File: src/logic/ahi_pkg.sv
package ahi_pkg;

  // ------------------------------------------------------------------
  // Host register select codes
  // ------------------------------------------------------------------
  localparam logic [1:0] SEL_DATA   = 2'h0;
  localparam logic [1:0] SEL_STATUS = 2'h1;
  localparam logic [1:0] SEL_CMD    = 2'h2;
  localparam logic [1:0] SEL_CTRL   = 2'h3;

  // ------------------------------------------------------------------
  // Status register bit positions, command and control reset values
  // ------------------------------------------------------------------
  localparam int ST_PARITY  = 0;
  localparam int ST_FRAMING = 1;
  localparam int ST_OVERRUN = 2;
  localparam int ST_RXFULL  = 3;
  localparam int ST_TXEMPTY = 4;
  localparam int ST_CARRIER = 5;
  localparam int ST_READY   = 6;
  localparam int ST_IRQ     = 7;
  localparam logic [7:0] CMD_RESET     = 8'h00;
  localparam logic [7:0] CTRL_RESET    = 8'h00;
  localparam logic [7:0] CMD_PRST_KEEP = 8'he0;

  // ------------------------------------------------------------------
  // Event bits and APB map
  // ------------------------------------------------------------------
  localparam int EVT_W       = 4;
  localparam int EV_TXWRITE  = 0;
  localparam int EV_RXREAD   = 1;
  localparam int EV_PRST     = 2;
  localparam int EV_MODE     = 3;
  localparam logic [EVT_W-1:0] EVT_RESET = 4'h0;

  localparam logic [7:0] APB_EVT_STATUS = 8'h00;
  localparam logic [7:0] APB_EVT_MASK   = 8'h04;
  localparam logic [7:0] APB_PORT_STATE = 8'h08;
  localparam logic [7:0] APB_TX_BYTE    = 8'h0c;

  // ------------------------------------------------------------------
  // Types
  // ------------------------------------------------------------------
  typedef enum logic [1:0] {
    PH_IDLE  = 2'b00,
    PH_ADDR  = 2'b01,
    PH_DATA  = 2'b11
  } ahi_phase_e;

  typedef struct packed {
    logic       addrStrobe;
    logic       dataStrobe;
    logic       readWrite;
    logic       selectHigh;
    logic       selectLow;
    logic       chipEnable;
  } ahi_bus_s;

  typedef struct packed {
    logic [7:0] rxByte;
    logic       rxLoad;
    logic [2:0] rxErr;
    logic       txTaken;
    logic       readyN;
    logic       carrierN;
  } ahi_serial_s;

endpackage : ahi_pkg

File: src/logic/ahi_host_port.sv
// Notes on behaviour
// - A low hardware reset pin clears the command and control registers.
// - That reset clears status except the pin-following ready and carrier bits, the interrupt bit and a set tx-empty.
// - In level mode direction high during the data strobe reads, low writes.
// - In pulse mode the direction pin is an active-low write pulse like a RAM write enable.
// - The interrupt pin is open drain, released normally and pulled low on an interrupt.
// - The data lines are driven only during selected read cycles.
// - The port is selected only with select-high high, select-low low and chip enable high.
// - Each address strobe fall latches the data strobe level: low gives level, high pulse mode.
// - Register select latches at address strobe fall; level-mode write data at data strobe fall.
// - Select 00 is tx/rx data, 01 programmed reset/status, 10 command, 11 control.
// - A programmed reset clears command bits 4..0 and status bit 2, keeping control.
//
// Design decisions made here: the APB register port and the address map.
module ahi_host_port
  import ahi_pkg::*;
(
  input  wire logic        ref_clk,
  input  wire logic        rst,
  // Host bus pins
  input  wire logic        hw_reset_n,
  input  wire ahi_bus_s    hostBus,
  input  wire logic [7:0]  hostDataIn,
  output logic      [7:0]  hostDataOut,
  output logic             hostDataOe,
  output logic             irqPinOut,
  output logic             irqPinOe,
  // Serial core side
  input  wire ahi_serial_s serialIn,
  output logic      [7:0]  txByte,
  output logic             txStrobe,
  output logic      [7:0]  cmdReg,
  output logic      [7:0]  ctrlReg,
  // APB slave
  input  wire logic        psel,
  input  wire logic        penable,
  input  wire logic        pwrite,
  input  wire logic [7:0]  paddr,
  input  wire logic [31:0] pwdata,
  output logic      [31:0] prdata,
  output logic             pready,
  output logic             pslverr,
  output logic             irq
);

  // ------------------------------------------------------------------
  // Strobe edges and chip select
  // ------------------------------------------------------------------
  logic [2:0]       rise;
  logic [2:0]       fall;
  logic             asFall;
  logic             dsFall;
  logic             dsRise;
  logic             rwRise;
  logic             selected;
  logic             levelMode;
  logic [1:0]       regSel;
  ahi_phase_e       phase;
  logic [7:0]       statusReg;
  logic [ST_TXEMPTY:0] statusFlags;
  logic             hostWrite;
  logic             hostRead;
  logic             readActive;
  logic             progReset;
  logic             hwClear;
  logic [EVT_W-1:0] evt;
  logic [EVT_W-1:0] evtStatus;
  logic [EVT_W-1:0] evtMask;
  logic             apbWrite;

  ahi_edge #(
    .W (3)
  ) u_edge (
    .ref_clk (ref_clk),
    .rst     (rst),
    .level   ({hostBus.readWrite, hostBus.dataStrobe, hostBus.addrStrobe}),
    .rise    (rise),
    .fall    (fall)
  );

  assign asFall   = fall[0];
  assign dsFall   = fall[1];
  assign dsRise   = rise[1];
  assign rwRise   = rise[2];
  assign selected = hostBus.selectHigh & ~hostBus.selectLow & hostBus.chipEnable;
  assign hwClear  = rst | ~hw_reset_n;

  // ------------------------------------------------------------------
  // Mode and address latch
  // ------------------------------------------------------------------
  // Mode only moves at an address strobe fall, so a cycle never changes style midway
  always_ff @(posedge ref_clk) begin
    if (rst) begin
      levelMode <= 1'b1;
      regSel    <= SEL_DATA;
    end else if (asFall) begin
      levelMode <= ~hostBus.dataStrobe;
      regSel    <= hostDataIn[1:0];
    end
  end

  always_ff @(posedge ref_clk) begin
    if (rst) begin
      phase <= PH_IDLE;
    end else begin
      case (phase)
        PH_IDLE: begin
          if (hostBus.addrStrobe) begin
            phase <= PH_ADDR;
          end
        end
        PH_ADDR: begin
          if (asFall) begin
            phase <= PH_DATA;
          end
        end
        PH_DATA: begin
          if (hostBus.addrStrobe) begin
            phase <= PH_ADDR;
          end
        end
        default: begin
          phase <= PH_IDLE;
        end
      endcase
    end
  end

  // ------------------------------------------------------------------
  // Read and write enables
  // ------------------------------------------------------------------
  always_comb begin
    if (levelMode) begin
      readActive = selected & hostBus.dataStrobe & hostBus.readWrite;
      hostWrite  = selected & dsFall & ~hostBus.readWrite;
      hostRead   = selected & dsFall & hostBus.readWrite;
    end else begin
      readActive = selected & ~hostBus.dataStrobe;
      hostWrite  = selected & rwRise;
      hostRead   = selected & dsRise;
    end
    // A new address strobe ends the old cycle, so it may not drive the lines
    if (phase != PH_DATA || hostBus.addrStrobe) begin
      readActive = 1'b0;
      hostWrite  = 1'b0;
      hostRead   = 1'b0;
    end
  end

  assign progReset = hostWrite & (regSel == SEL_STATUS) & hw_reset_n;

  // ------------------------------------------------------------------
  // Command, control and transmit data
  // ------------------------------------------------------------------
  always_ff @(posedge ref_clk) begin
    if (hwClear) begin
      cmdReg <= CMD_RESET;
    end else if (hostWrite && regSel == SEL_CMD) begin
      cmdReg <= hostDataIn;
    end else if (progReset) begin
      cmdReg <= cmdReg & CMD_PRST_KEEP;
    end
  end

  always_ff @(posedge ref_clk) begin
    if (hwClear) begin
      ctrlReg <= CTRL_RESET;
    end else if (hostWrite && regSel == SEL_CTRL) begin
      ctrlReg <= hostDataIn;
    end
  end

  always_ff @(posedge ref_clk) begin
    if (rst) begin
      txByte   <= 8'h00;
      txStrobe <= 1'b0;
    end else begin
      txStrobe <= hostWrite & (regSel == SEL_DATA) & hw_reset_n;
      if (hostWrite && regSel == SEL_DATA) begin
        txByte <= hostDataIn;
      end
    end
  end

  // ------------------------------------------------------------------
  // Status register
  // ------------------------------------------------------------------
  // Hardware events set flags ahead of the host clearing them
  always_ff @(posedge ref_clk) begin
    if (hwClear) begin
      statusFlags[ST_TXEMPTY] <= 1'b1;
      statusFlags[ST_RXFULL]  <= 1'b0;
      statusFlags[ST_OVERRUN] <= 1'b0;
      statusFlags[ST_FRAMING] <= 1'b0;
      statusFlags[ST_PARITY]  <= 1'b0;
    end else begin
      if (serialIn.txTaken) begin
        statusFlags[ST_TXEMPTY] <= 1'b1;
      end else if (hostWrite && regSel == SEL_DATA) begin
        statusFlags[ST_TXEMPTY] <= 1'b0;
      end
      if (serialIn.rxLoad) begin
        statusFlags[ST_RXFULL]               <= 1'b1;
        statusFlags[ST_OVERRUN:ST_PARITY]    <= serialIn.rxErr;
      end else if (hostRead && regSel == SEL_DATA) begin
        statusFlags[ST_RXFULL]               <= 1'b0;
      end else if (progReset) begin
        statusFlags[ST_OVERRUN]              <= 1'b0;
      end
    end
  end

  // Pin-following bits survive reset untouched
  assign statusReg[ST_TXEMPTY:ST_PARITY] = statusFlags;
  assign statusReg[ST_READY]   = ~serialIn.readyN;
  assign statusReg[ST_CARRIER] = ~serialIn.carrierN;
  assign statusReg[ST_IRQ]     = irq;

  // ------------------------------------------------------------------
  // Host read data
  // ------------------------------------------------------------------
  always_ff @(posedge ref_clk) begin
    if (rst) begin
      hostDataOut <= 8'h00;
      hostDataOe  <= 1'b0;
    end else begin
      hostDataOe <= readActive;
      if (regSel == SEL_DATA) begin
        hostDataOut <= serialIn.rxByte;
      end else if (regSel == SEL_STATUS) begin
        hostDataOut <= statusReg;
      end else if (regSel == SEL_CMD) begin
        hostDataOut <= cmdReg;
      end else begin
        hostDataOut <= ctrlReg;
      end
    end
  end

  // ------------------------------------------------------------------
  // Events, interrupt and APB
  // ------------------------------------------------------------------
  assign evt[EV_TXWRITE] = txStrobe;
  assign evt[EV_RXREAD]  = hostRead & (regSel == SEL_DATA);
  assign evt[EV_PRST]    = progReset;
  assign evt[EV_MODE]    = asFall & (levelMode == hostBus.dataStrobe);
  assign apbWrite        = psel & penable & pwrite;

  ahi_irq u_irq (
    .ref_clk  (ref_clk),
    .rst      (rst),
    .evt      (evt),
    .wrStatus (apbWrite & (paddr == APB_EVT_STATUS)),
    .wrMask   (apbWrite & (paddr == APB_EVT_MASK)),
    .wdata    (pwdata[EVT_W-1:0]),
    .status   (evtStatus),
    .mask     (evtMask),
    .irq      (irq)
  );

  // Open drain: only ever pull low, release otherwise
  assign irqPinOut = 1'b0;
  assign irqPinOe  = irq;
  assign pready    = 1'b1;

  always_comb begin
    pslverr = 1'b0;
    if (paddr == APB_EVT_STATUS) begin
      prdata = {28'h0, evtStatus};
    end else if (paddr == APB_EVT_MASK) begin
      prdata = {28'h0, evtMask};
    end else if (paddr == APB_PORT_STATE) begin
      prdata = {5'h00, phase, levelMode, statusReg, cmdReg, ctrlReg};
    end else if (paddr == APB_TX_BYTE) begin
      prdata = {24'h0, txByte};
    end else begin
      prdata  = 32'h0;
      pslverr = psel & penable;
    end
  end
endmodule : ahi_host_port

File: src/logic/ahi_edge.sv
module ahi_edge
  import ahi_pkg::*;
#(
  parameter int W = 3
) (
  input  wire logic         ref_clk,
  input  wire logic         rst,
  input  wire logic [W-1:0] level,
  output logic      [W-1:0] rise,
  output logic      [W-1:0] fall
);

  logic [W-1:0] prev;

  always_ff @(posedge ref_clk) begin
    if (rst) begin
      prev <= '0;
    end else begin
      prev <= level;
    end
  end

  // One detector per strobe
  for (genvar i = 0; i < W; i++) begin : g_edge
    assign rise[i] = level[i] & ~prev[i];
    assign fall[i] = prev[i] & ~level[i];
  end

endmodule : ahi_edge

File: src/logic/ahi_irq.sv
module ahi_irq
  import ahi_pkg::*;
(
  input  wire logic             ref_clk,
  input  wire logic             rst,
  input  wire logic [EVT_W-1:0] evt,
  input  wire logic             wrStatus,
  input  wire logic             wrMask,
  input  wire logic [EVT_W-1:0] wdata,
  output logic      [EVT_W-1:0] status,
  output logic      [EVT_W-1:0] mask,
  output logic                  irq
);

  // Set wins over a write-one-to-clear in the same cycle
  always_ff @(posedge ref_clk) begin
    if (rst) begin
      status <= EVT_RESET;
    end else begin
      status <= (status & ~(wrStatus ? wdata : EVT_RESET)) | evt;
    end
  end

  always_ff @(posedge ref_clk) begin
    if (rst) begin
      mask <= EVT_RESET;
    end else if (wrMask) begin
      mask <= wdata;
    end
  end

  assign irq = |(status & mask);

endmodule : ahi_irq

File: config.mk
export PLATFORM = sky130hd
export DESIGN_NAME = ahi_host_port
export DESIGN_NICKNAME = d
export VERILOG_FILES = /design/src/logic/ahi_pkg.sv /design/src/logic/ahi_host_port.sv /design/src/logic/ahi_edge.sv /design/src/logic/ahi_irq.sv
export SDC_FILE = /design/constraint.sdc
export NUM_CORES = 1
export LEC_CHECK = 0
export BUFFER_PORTS_ARGS = -buffer_cell sky130_fd_sc_hd__buf_2
export CAP_MARGIN = 40
export CORE_MARGIN = 2
export CORE_UTILIZATION = 41
export CTS_CLUSTER_DIAMETER = 200
export DETAILED_ROUTE_END_ITERATION = 6
export GPL_ROUTABILITY_DRIVEN = 0
export PLACE_DENSITY = 0.88
export SKIP_LAST_GASP = 1
export SLEW_MARGIN = 25
export SYNTH_ARGS = -nofsm -noshare
export SYNTH_HDL_FRONTEND = slang
export SYNTH_SLANG_ARGS = --single-unit
export TNS_END_PERCENT = 10
File: constraint.sdc
create_clock -name ref_clk -period 1.65 [get_ports ref_clk]
set_input_delay 0.33 -clock ref_clk [delete_from_list [all_inputs] [get_ports ref_clk]]
set_output_delay 0.33 -clock ref_clk [all_outputs]
set_load 0.005 [all_outputs]
# ---- Word level (Yosys, flattened, before mapping)
# Index checks and enable logic that the tools add are counted.
dict set report word_totals {
  ff_bits 55
  in_bits 75
  out_inout_bits 71
  elab_cells 111
}
dict set report op_classes {
  n_eq_ne 13
  muxes 26
  bitwise 38
  n_reduce_logical 17
}
# operator count
set op_table {}
lappend op_table {{$mux W27} 3}
lappend op_table {{$mux W8} 5}
lappend op_table {{$and A1 B1 Y1} 24}
lappend op_table {{$eq A8 B4 Y1 const B} 2}
lappend op_table {{$mux W1} 12}
lappend op_table {{$not A1 Y1} 9}
lappend op_table {{$and A4 B4 Y4} 2}
lappend op_table {{$eq A8 B3 Y1 const B} 1}
lappend op_table {{$logic_not A8 Y1} 1}
lappend op_table {{$eq A2 B2 Y1 const B} 3}
lappend op_table {{$mux W2} 3}
lappend op_table {{$ne A2 B2 Y1 const B} 3}
lappend op_table {{$reduce_bool A2 Y1} 3}
lappend op_table {{$reduce_or A2 Y1} 3}
lappend op_table {{$mux W5} 1}
lappend op_table {{$eq A2 B1 Y1 const B} 2}
lappend op_table {{$logic_and A1 B1 Y1} 4}
lappend op_table {{$logic_not A2 Y1} 2}
lappend op_table {{$mux W4} 1}
lappend op_table {{$not A4 Y4} 1}
lappend op_table {{$or A4 B4 Y4} 1}
lappend op_table {{$pmux W2 S2} 1}
lappend op_table {{$reduce_and A2 Y1} 2}
lappend op_table {{$reduce_or A4 Y1} 1}
lappend op_table {{other kinds (4)} 4}

# ---- Depth between registers and ports, before layout
dict set report logic_depth {
  ltp_word 12
  mapped_depth 6
  ltp_nobuf 6
}

# ---- Cells and area by module
# Synthesis repeated with hierarchy kept, for this count alone.
dict set report unflattened {
  hier_cells 282
  hier_area_um2 2846.5
}
# mod instances cells_per_inst area_per_inst_um2 seq_area_each_um2
set modules_own_cells {}
lappend modules_own_cells {ahi_host_port 1 237 2414.8 880.8}
lappend modules_own_cells {ahi_irq 1 33 315.3 160.2}
lappend modules_own_cells {ahi_edge 1 12 116.4 60.1}

# ---- Worst setup path before layout
# No wires, ideal clock.
dict set report synth_timing {
  path_kind {reg-to-reg}
  from {reg phase[0]}
  to {reg statusFlags[2]}
  setup_time_ps 116
  t_arrival_ps 1632
  required_ps 1534
  slack_ps -99
  stages_incl_launch_ff 6
  n_path_buf 0
  synth_period_minus_slack_ps 1749
  path_cell_list {dfxtp_1 ha_1 nor2b_1 o211ai_4 or3_1 a41o_1}
}
dict set report synth_via {
  elab_chain_cells 7
  word_cells_on_any_way 10
  cone_classes {eq/ne (2); mux (2); bitwise (2); reduce/logical (4)}
}
# item line
set synth_rtl {}
lappend synth_rtl {{start, declared} ahi_host_port.sv:58} ;# ahi_phase_e phase;
lappend synth_rtl {{start signal, assigned} ahi_host_port.sv:104} ;# phase <= PH_IDLE;
lappend synth_rtl {{start signal, assigned} ahi_host_port.sv:109} ;# phase <= PH_ADDR;
lappend synth_rtl {{start signal, assigned} ahi_host_port.sv:114} ;# phase <= PH_DATA;
lappend synth_rtl {{$ne A2 B2 Y1 (*)} ahi_host_port.sv:143} ;# if (phase != PH_DATA || hostBus.addrStrobe) begin
lappend synth_rtl {{$logic_or A1 B1 Y1 (*)} ahi_host_port.sv:143}
lappend synth_rtl {{$mux W1} ahi_host_port.sv:143}
lappend synth_rtl {{$and A1 B1 Y1 (2 in series)} ahi_host_port.sv:150} ;# assign progReset = hostWrite & (regSel == SEL_STATUS) & hw_reset_n;
lappend synth_rtl {{$reduce_bool A2 Y1 (no line)} -}
lappend synth_rtl {{$reduce_and A2 Y1 (no line) (*)} -}
lappend synth_rtl {{end signal, assigned by index} ahi_host_port.sv:204} ;# statusFlags[ST_OVERRUN:ST_PARITY] <= serialIn.rxErr;
lappend synth_rtl {{end, declared} ahi_host_port.sv:60} ;# logic [ST_TXEMPTY:0] statusFlags;
# Mark *: on every way between the ends. The rest lies on a longest branch, timed or not.
# A chain may end at the register's enable or synchronous reset.

# ---- Worst setup path after layout
dict set report layout_timing {
  from {in paddr[6]}
  to {out prdata[11]}
}
dict set report layout_via {
  elab_chain_cells 4
  word_cells_on_any_way 6
  cone_classes {eq/ne (2); mux (3); reduce/logical (1)}
}
# item line
set layout_rtl {}
lappend layout_rtl {{start, declared} ahi_host_port.sv:38} ;# input wire logic [7:0] paddr,
lappend layout_rtl {{$eq A8 B4 Y1} ahi_host_port.sv:272} ;# end else if (paddr == APB_PORT_STATE) begin
lappend layout_rtl {{$mux W27} ahi_host_port.sv:272}
lappend layout_rtl {{$mux W27} ahi_host_port.sv:270} ;# end else if (paddr == APB_EVT_MASK) begin
lappend layout_rtl {{$mux W27 (*)} ahi_host_port.sv:268} ;# if (paddr == APB_EVT_STATUS) begin
lappend layout_rtl {{end, declared} ahi_host_port.sv:40} ;# output logic [31:0] prdata,
# Marked as above.

==> impl_results.md <==
- EDFF count, synth: 0
- Largest net degree at the start of global routing: 23
- Die height: 86.7 um
- Max frequency: 553 MHz
- Util after Layout: 56.9%
- Max Root-Sink Buffers: 2
- Worst EP arrival: 1.48 ns
- Top layer in use: met4
- Most frequent cell after synthesis: dfxtp_1
- Core Box Area: 6720 um2
- Failing checks: setup timing
- WP data required: 1.32 ns
- Synth area leaders: dfxtp_1 (39%), mux2i_1 (10%), mux4_2 (9.6%), and2_1 (5.1%), nor2_1 (5.0%)
- Site row count: 30
- Avg Synthesized Cell Area: 9.46 um2
- Hold Slack: 0.205 ns
- Max FO, Critical Path: 7
- HP Start: serialIn[2]
- Worst R2R End: statusFlags[2]$_SDFFE_PP0P_
- Initial core utilization: 41.7%
- Main synth FF type: dfxtp_1
- CP endpoint kind: output port
- Hold Crit Endpoint: statusFlags[4]$_SDFFE_PP1P_
- Clock Sink Count: 55
- Detail Route met2 WL: 4.19 mm
- Post-DR wirelength/cell: 16.4 um
- Slew Limit Fails: 0
- FF+latch count, synth: 55
- Worst R2R Path Depth: 5
- Synth top area share: 39.3%
- Fin worst setup slack: -0.159 ns
- Post-Route M1 WL: 3.39 mm
- First-pass iteration count of the detailed router: 4
- Yosys top cell by area: dfxtp_1
- Leakage power: 1.91 nW
- Clock insertion delay at the later pin of the skew report: 0.31 ns
- Worst setup SP type: primary input
- Top cells by count, synth: dfxtp_1 (55), nor2_1 (37), mux2i_1 (29), and2_1 (23), nand2_1 (22)
- Setup Skew: 0.0123 ns
- P&R area growth vs syn: 36.6%
- Min Tclk post-route: 1.81 ns
- Pwr dens: 648 nW/um2
- Post-synthesis cell type count: 47
- DRT antenna net count: 0
- Vias in the first global route: 2612
- Setup Crit Path Kind: primary input to output port
- Hold WC Path Type: primary input to flip-flop
- Initial antenna violation count: 0
- CTS Hold Bufs: 0
- First-pass GRT wire length: 12.7 mm
- I/O Pins: 146
- Filler Cells Inserted: 552
- Met3 Routed Length: 634 um
- Asr flop ratio synth: 0%
- Layout cells sized above 1: 43.3%
- Via/cell ratio: 5.31
- Root Buffer: clkbuf_8
- RSZ-0062 raised after global routing: yes
- Final period utilization: 110%
- GRT Total Usage: 21.7%
- Nets: 508
- Maximum VDD drop: 0.000336 V
- TritonCTS Buffers: 5
- DIE AREA: 7510 um2
- IO buf count: 110
- Final Hold Viols: 0
- Max_cap viols: 0
- HPWL Detailed: 6.23 mm
- Cell Area, Synth: 2800 um2
- H-tree depth: 2
- DR iter-0 viols: 208
- Clock-pin slew on the worst setup and hold paths: 0.10 ns
- # DRC: 0
- Final number of setup-violating endpoints: 29
- Syn. warnings: 0
- Post-Syn Instances: 296
- Ant. Diodes: 0
- Via count: 2710
- Gr ovfl total: 0
- Sequential share of the synthesized area: 39.3%
- CTS tree: built
- Status: complete, but fails checks
- Chip width: 86.7 um
- Total Wirelength: 8.38 mm
- Worst R2R Setup Slack: 0.01 ns
- R2r startpoint: phase[0]$_SDFFE_PP0P_
- Worst hold stages: 2
## sequential cells by signal, summed over array words and instances (netlist names)
register and flops:
u_edge.prev 3, hostDataOut 8, phase 2, txByte 8, hostDataOe 1, regSel 2, u_irq.mask 4, u_irq.status 4
txStrobe 1, statusFlags 5, cmdReg 8, levelMode 1, ctrlReg 8
## area by class of cell
class / instances / area [um2] / area share (%)
timing repair buffer: 146 / 903 / 23.6
inverter: 8 / 30.0 / 0.785
sequential: 55 / 1100 / 28.8
multi-input combinational: 213 / 1600 / 41.9
clock buffer: 6 / 72.6 / 1.90
tap: 80 / 100 / 2.62
clock inverter: 2 / 12.5 / 0.327
## logic make-up (layout without fill, tap and decap cells)
family	count (synthesis)	in the layout	synth area share [%]
other	2	7	0.268
AOI/OAI and AO/OA	40	40	9.38
xor gates and xnor gates	1	1	0.313
and+or+nand+nor	120	120	22.9
buffers and inverters	33	162	6.07
adders and majority gates	4	4	1.79
muxes	41	41	20.0
DFF	55	55	39.3
## timing repair
action	CTS	global route
resized for setup	9	21
pin swaps	1	5
setup endpoints to repair	33	43
gates cloned	0	1
setup buffers	1	1
## through the flow
step	TNS (ns)	instances	setup slack [ns]	area (um2)	power [mW]
6_report	-3.50	510	-0.159	3830	2.48
3_5_place_dp	-3.79	499	-0.184	3590	1.75
5_1_grt	-4.96	510	-0.196	3830	2.58
2_1_floorplan	-1.17	301	-0.0937	2820	1.60
3_3_place_gp	-3.03	499	-0.180	3590	1.74
4_1_cts	-2.40	508	-0.124	3720	2.48
## power by group
| group | switching, mW | internal, mW | total (mW) |
|---|---|---|---|
| sequential | 0.0194 | 1.36 | 1.38 |
| clock | 0.441 | 0.298 | 0.739 |
| combinational | 0.178 | 0.180 | 0.358 |
## layer usage
layer  GRT usage (%)  up-vias
met5               0        -
met4            5.82        0
met3            4.95       16
met2            37.1      134
met1            27.6     1281
li1                -     1279
## critical path: stages
cell     delay [ns]
buf_6          0.10
nor4_4         0.29
nand3_2        0.17
nor2_4         0.20
buf_6          0.16
and2_4         0.15
buf_6          0.08
## cells in the final DEF, fill, tap and decap left out, drive strengths merged, types with 2 or more instances in the layout
cell type / instances
buf: 146
a22oi: 2
inv: 8
clkbuf: 6
mux4: 12
nand2: 22
ha: 4
nor3: 2
a21oi: 11
mux2i: 29
nand3: 10
and3: 5
dfxtp: 55
nor2b: 7
conb: 7
o211ai: 2
nor3b: 4
and2: 23
o2111ai: 2
nor2: 37
o21ai: 16
## worst max path at each step
stage	from	to	slack [ns]	depth (start not counted)
detailed placement	paddr[5]	prdata[23]	-0.18	6
global route	paddr[6]	prdata[24]	-0.20	7
finish	paddr[6]	prdata[11]	-0.16	7
global placement	paddr[5]	prdata[23]	-0.18	6
floorplan	paddr[5]	prdata[12]	-0.09	5
CTS	txByte[3]$_SDFFE_PP0P_	prdata[3]	-0.12	3
No activity file was read; power rests on OpenSTA's default activity.
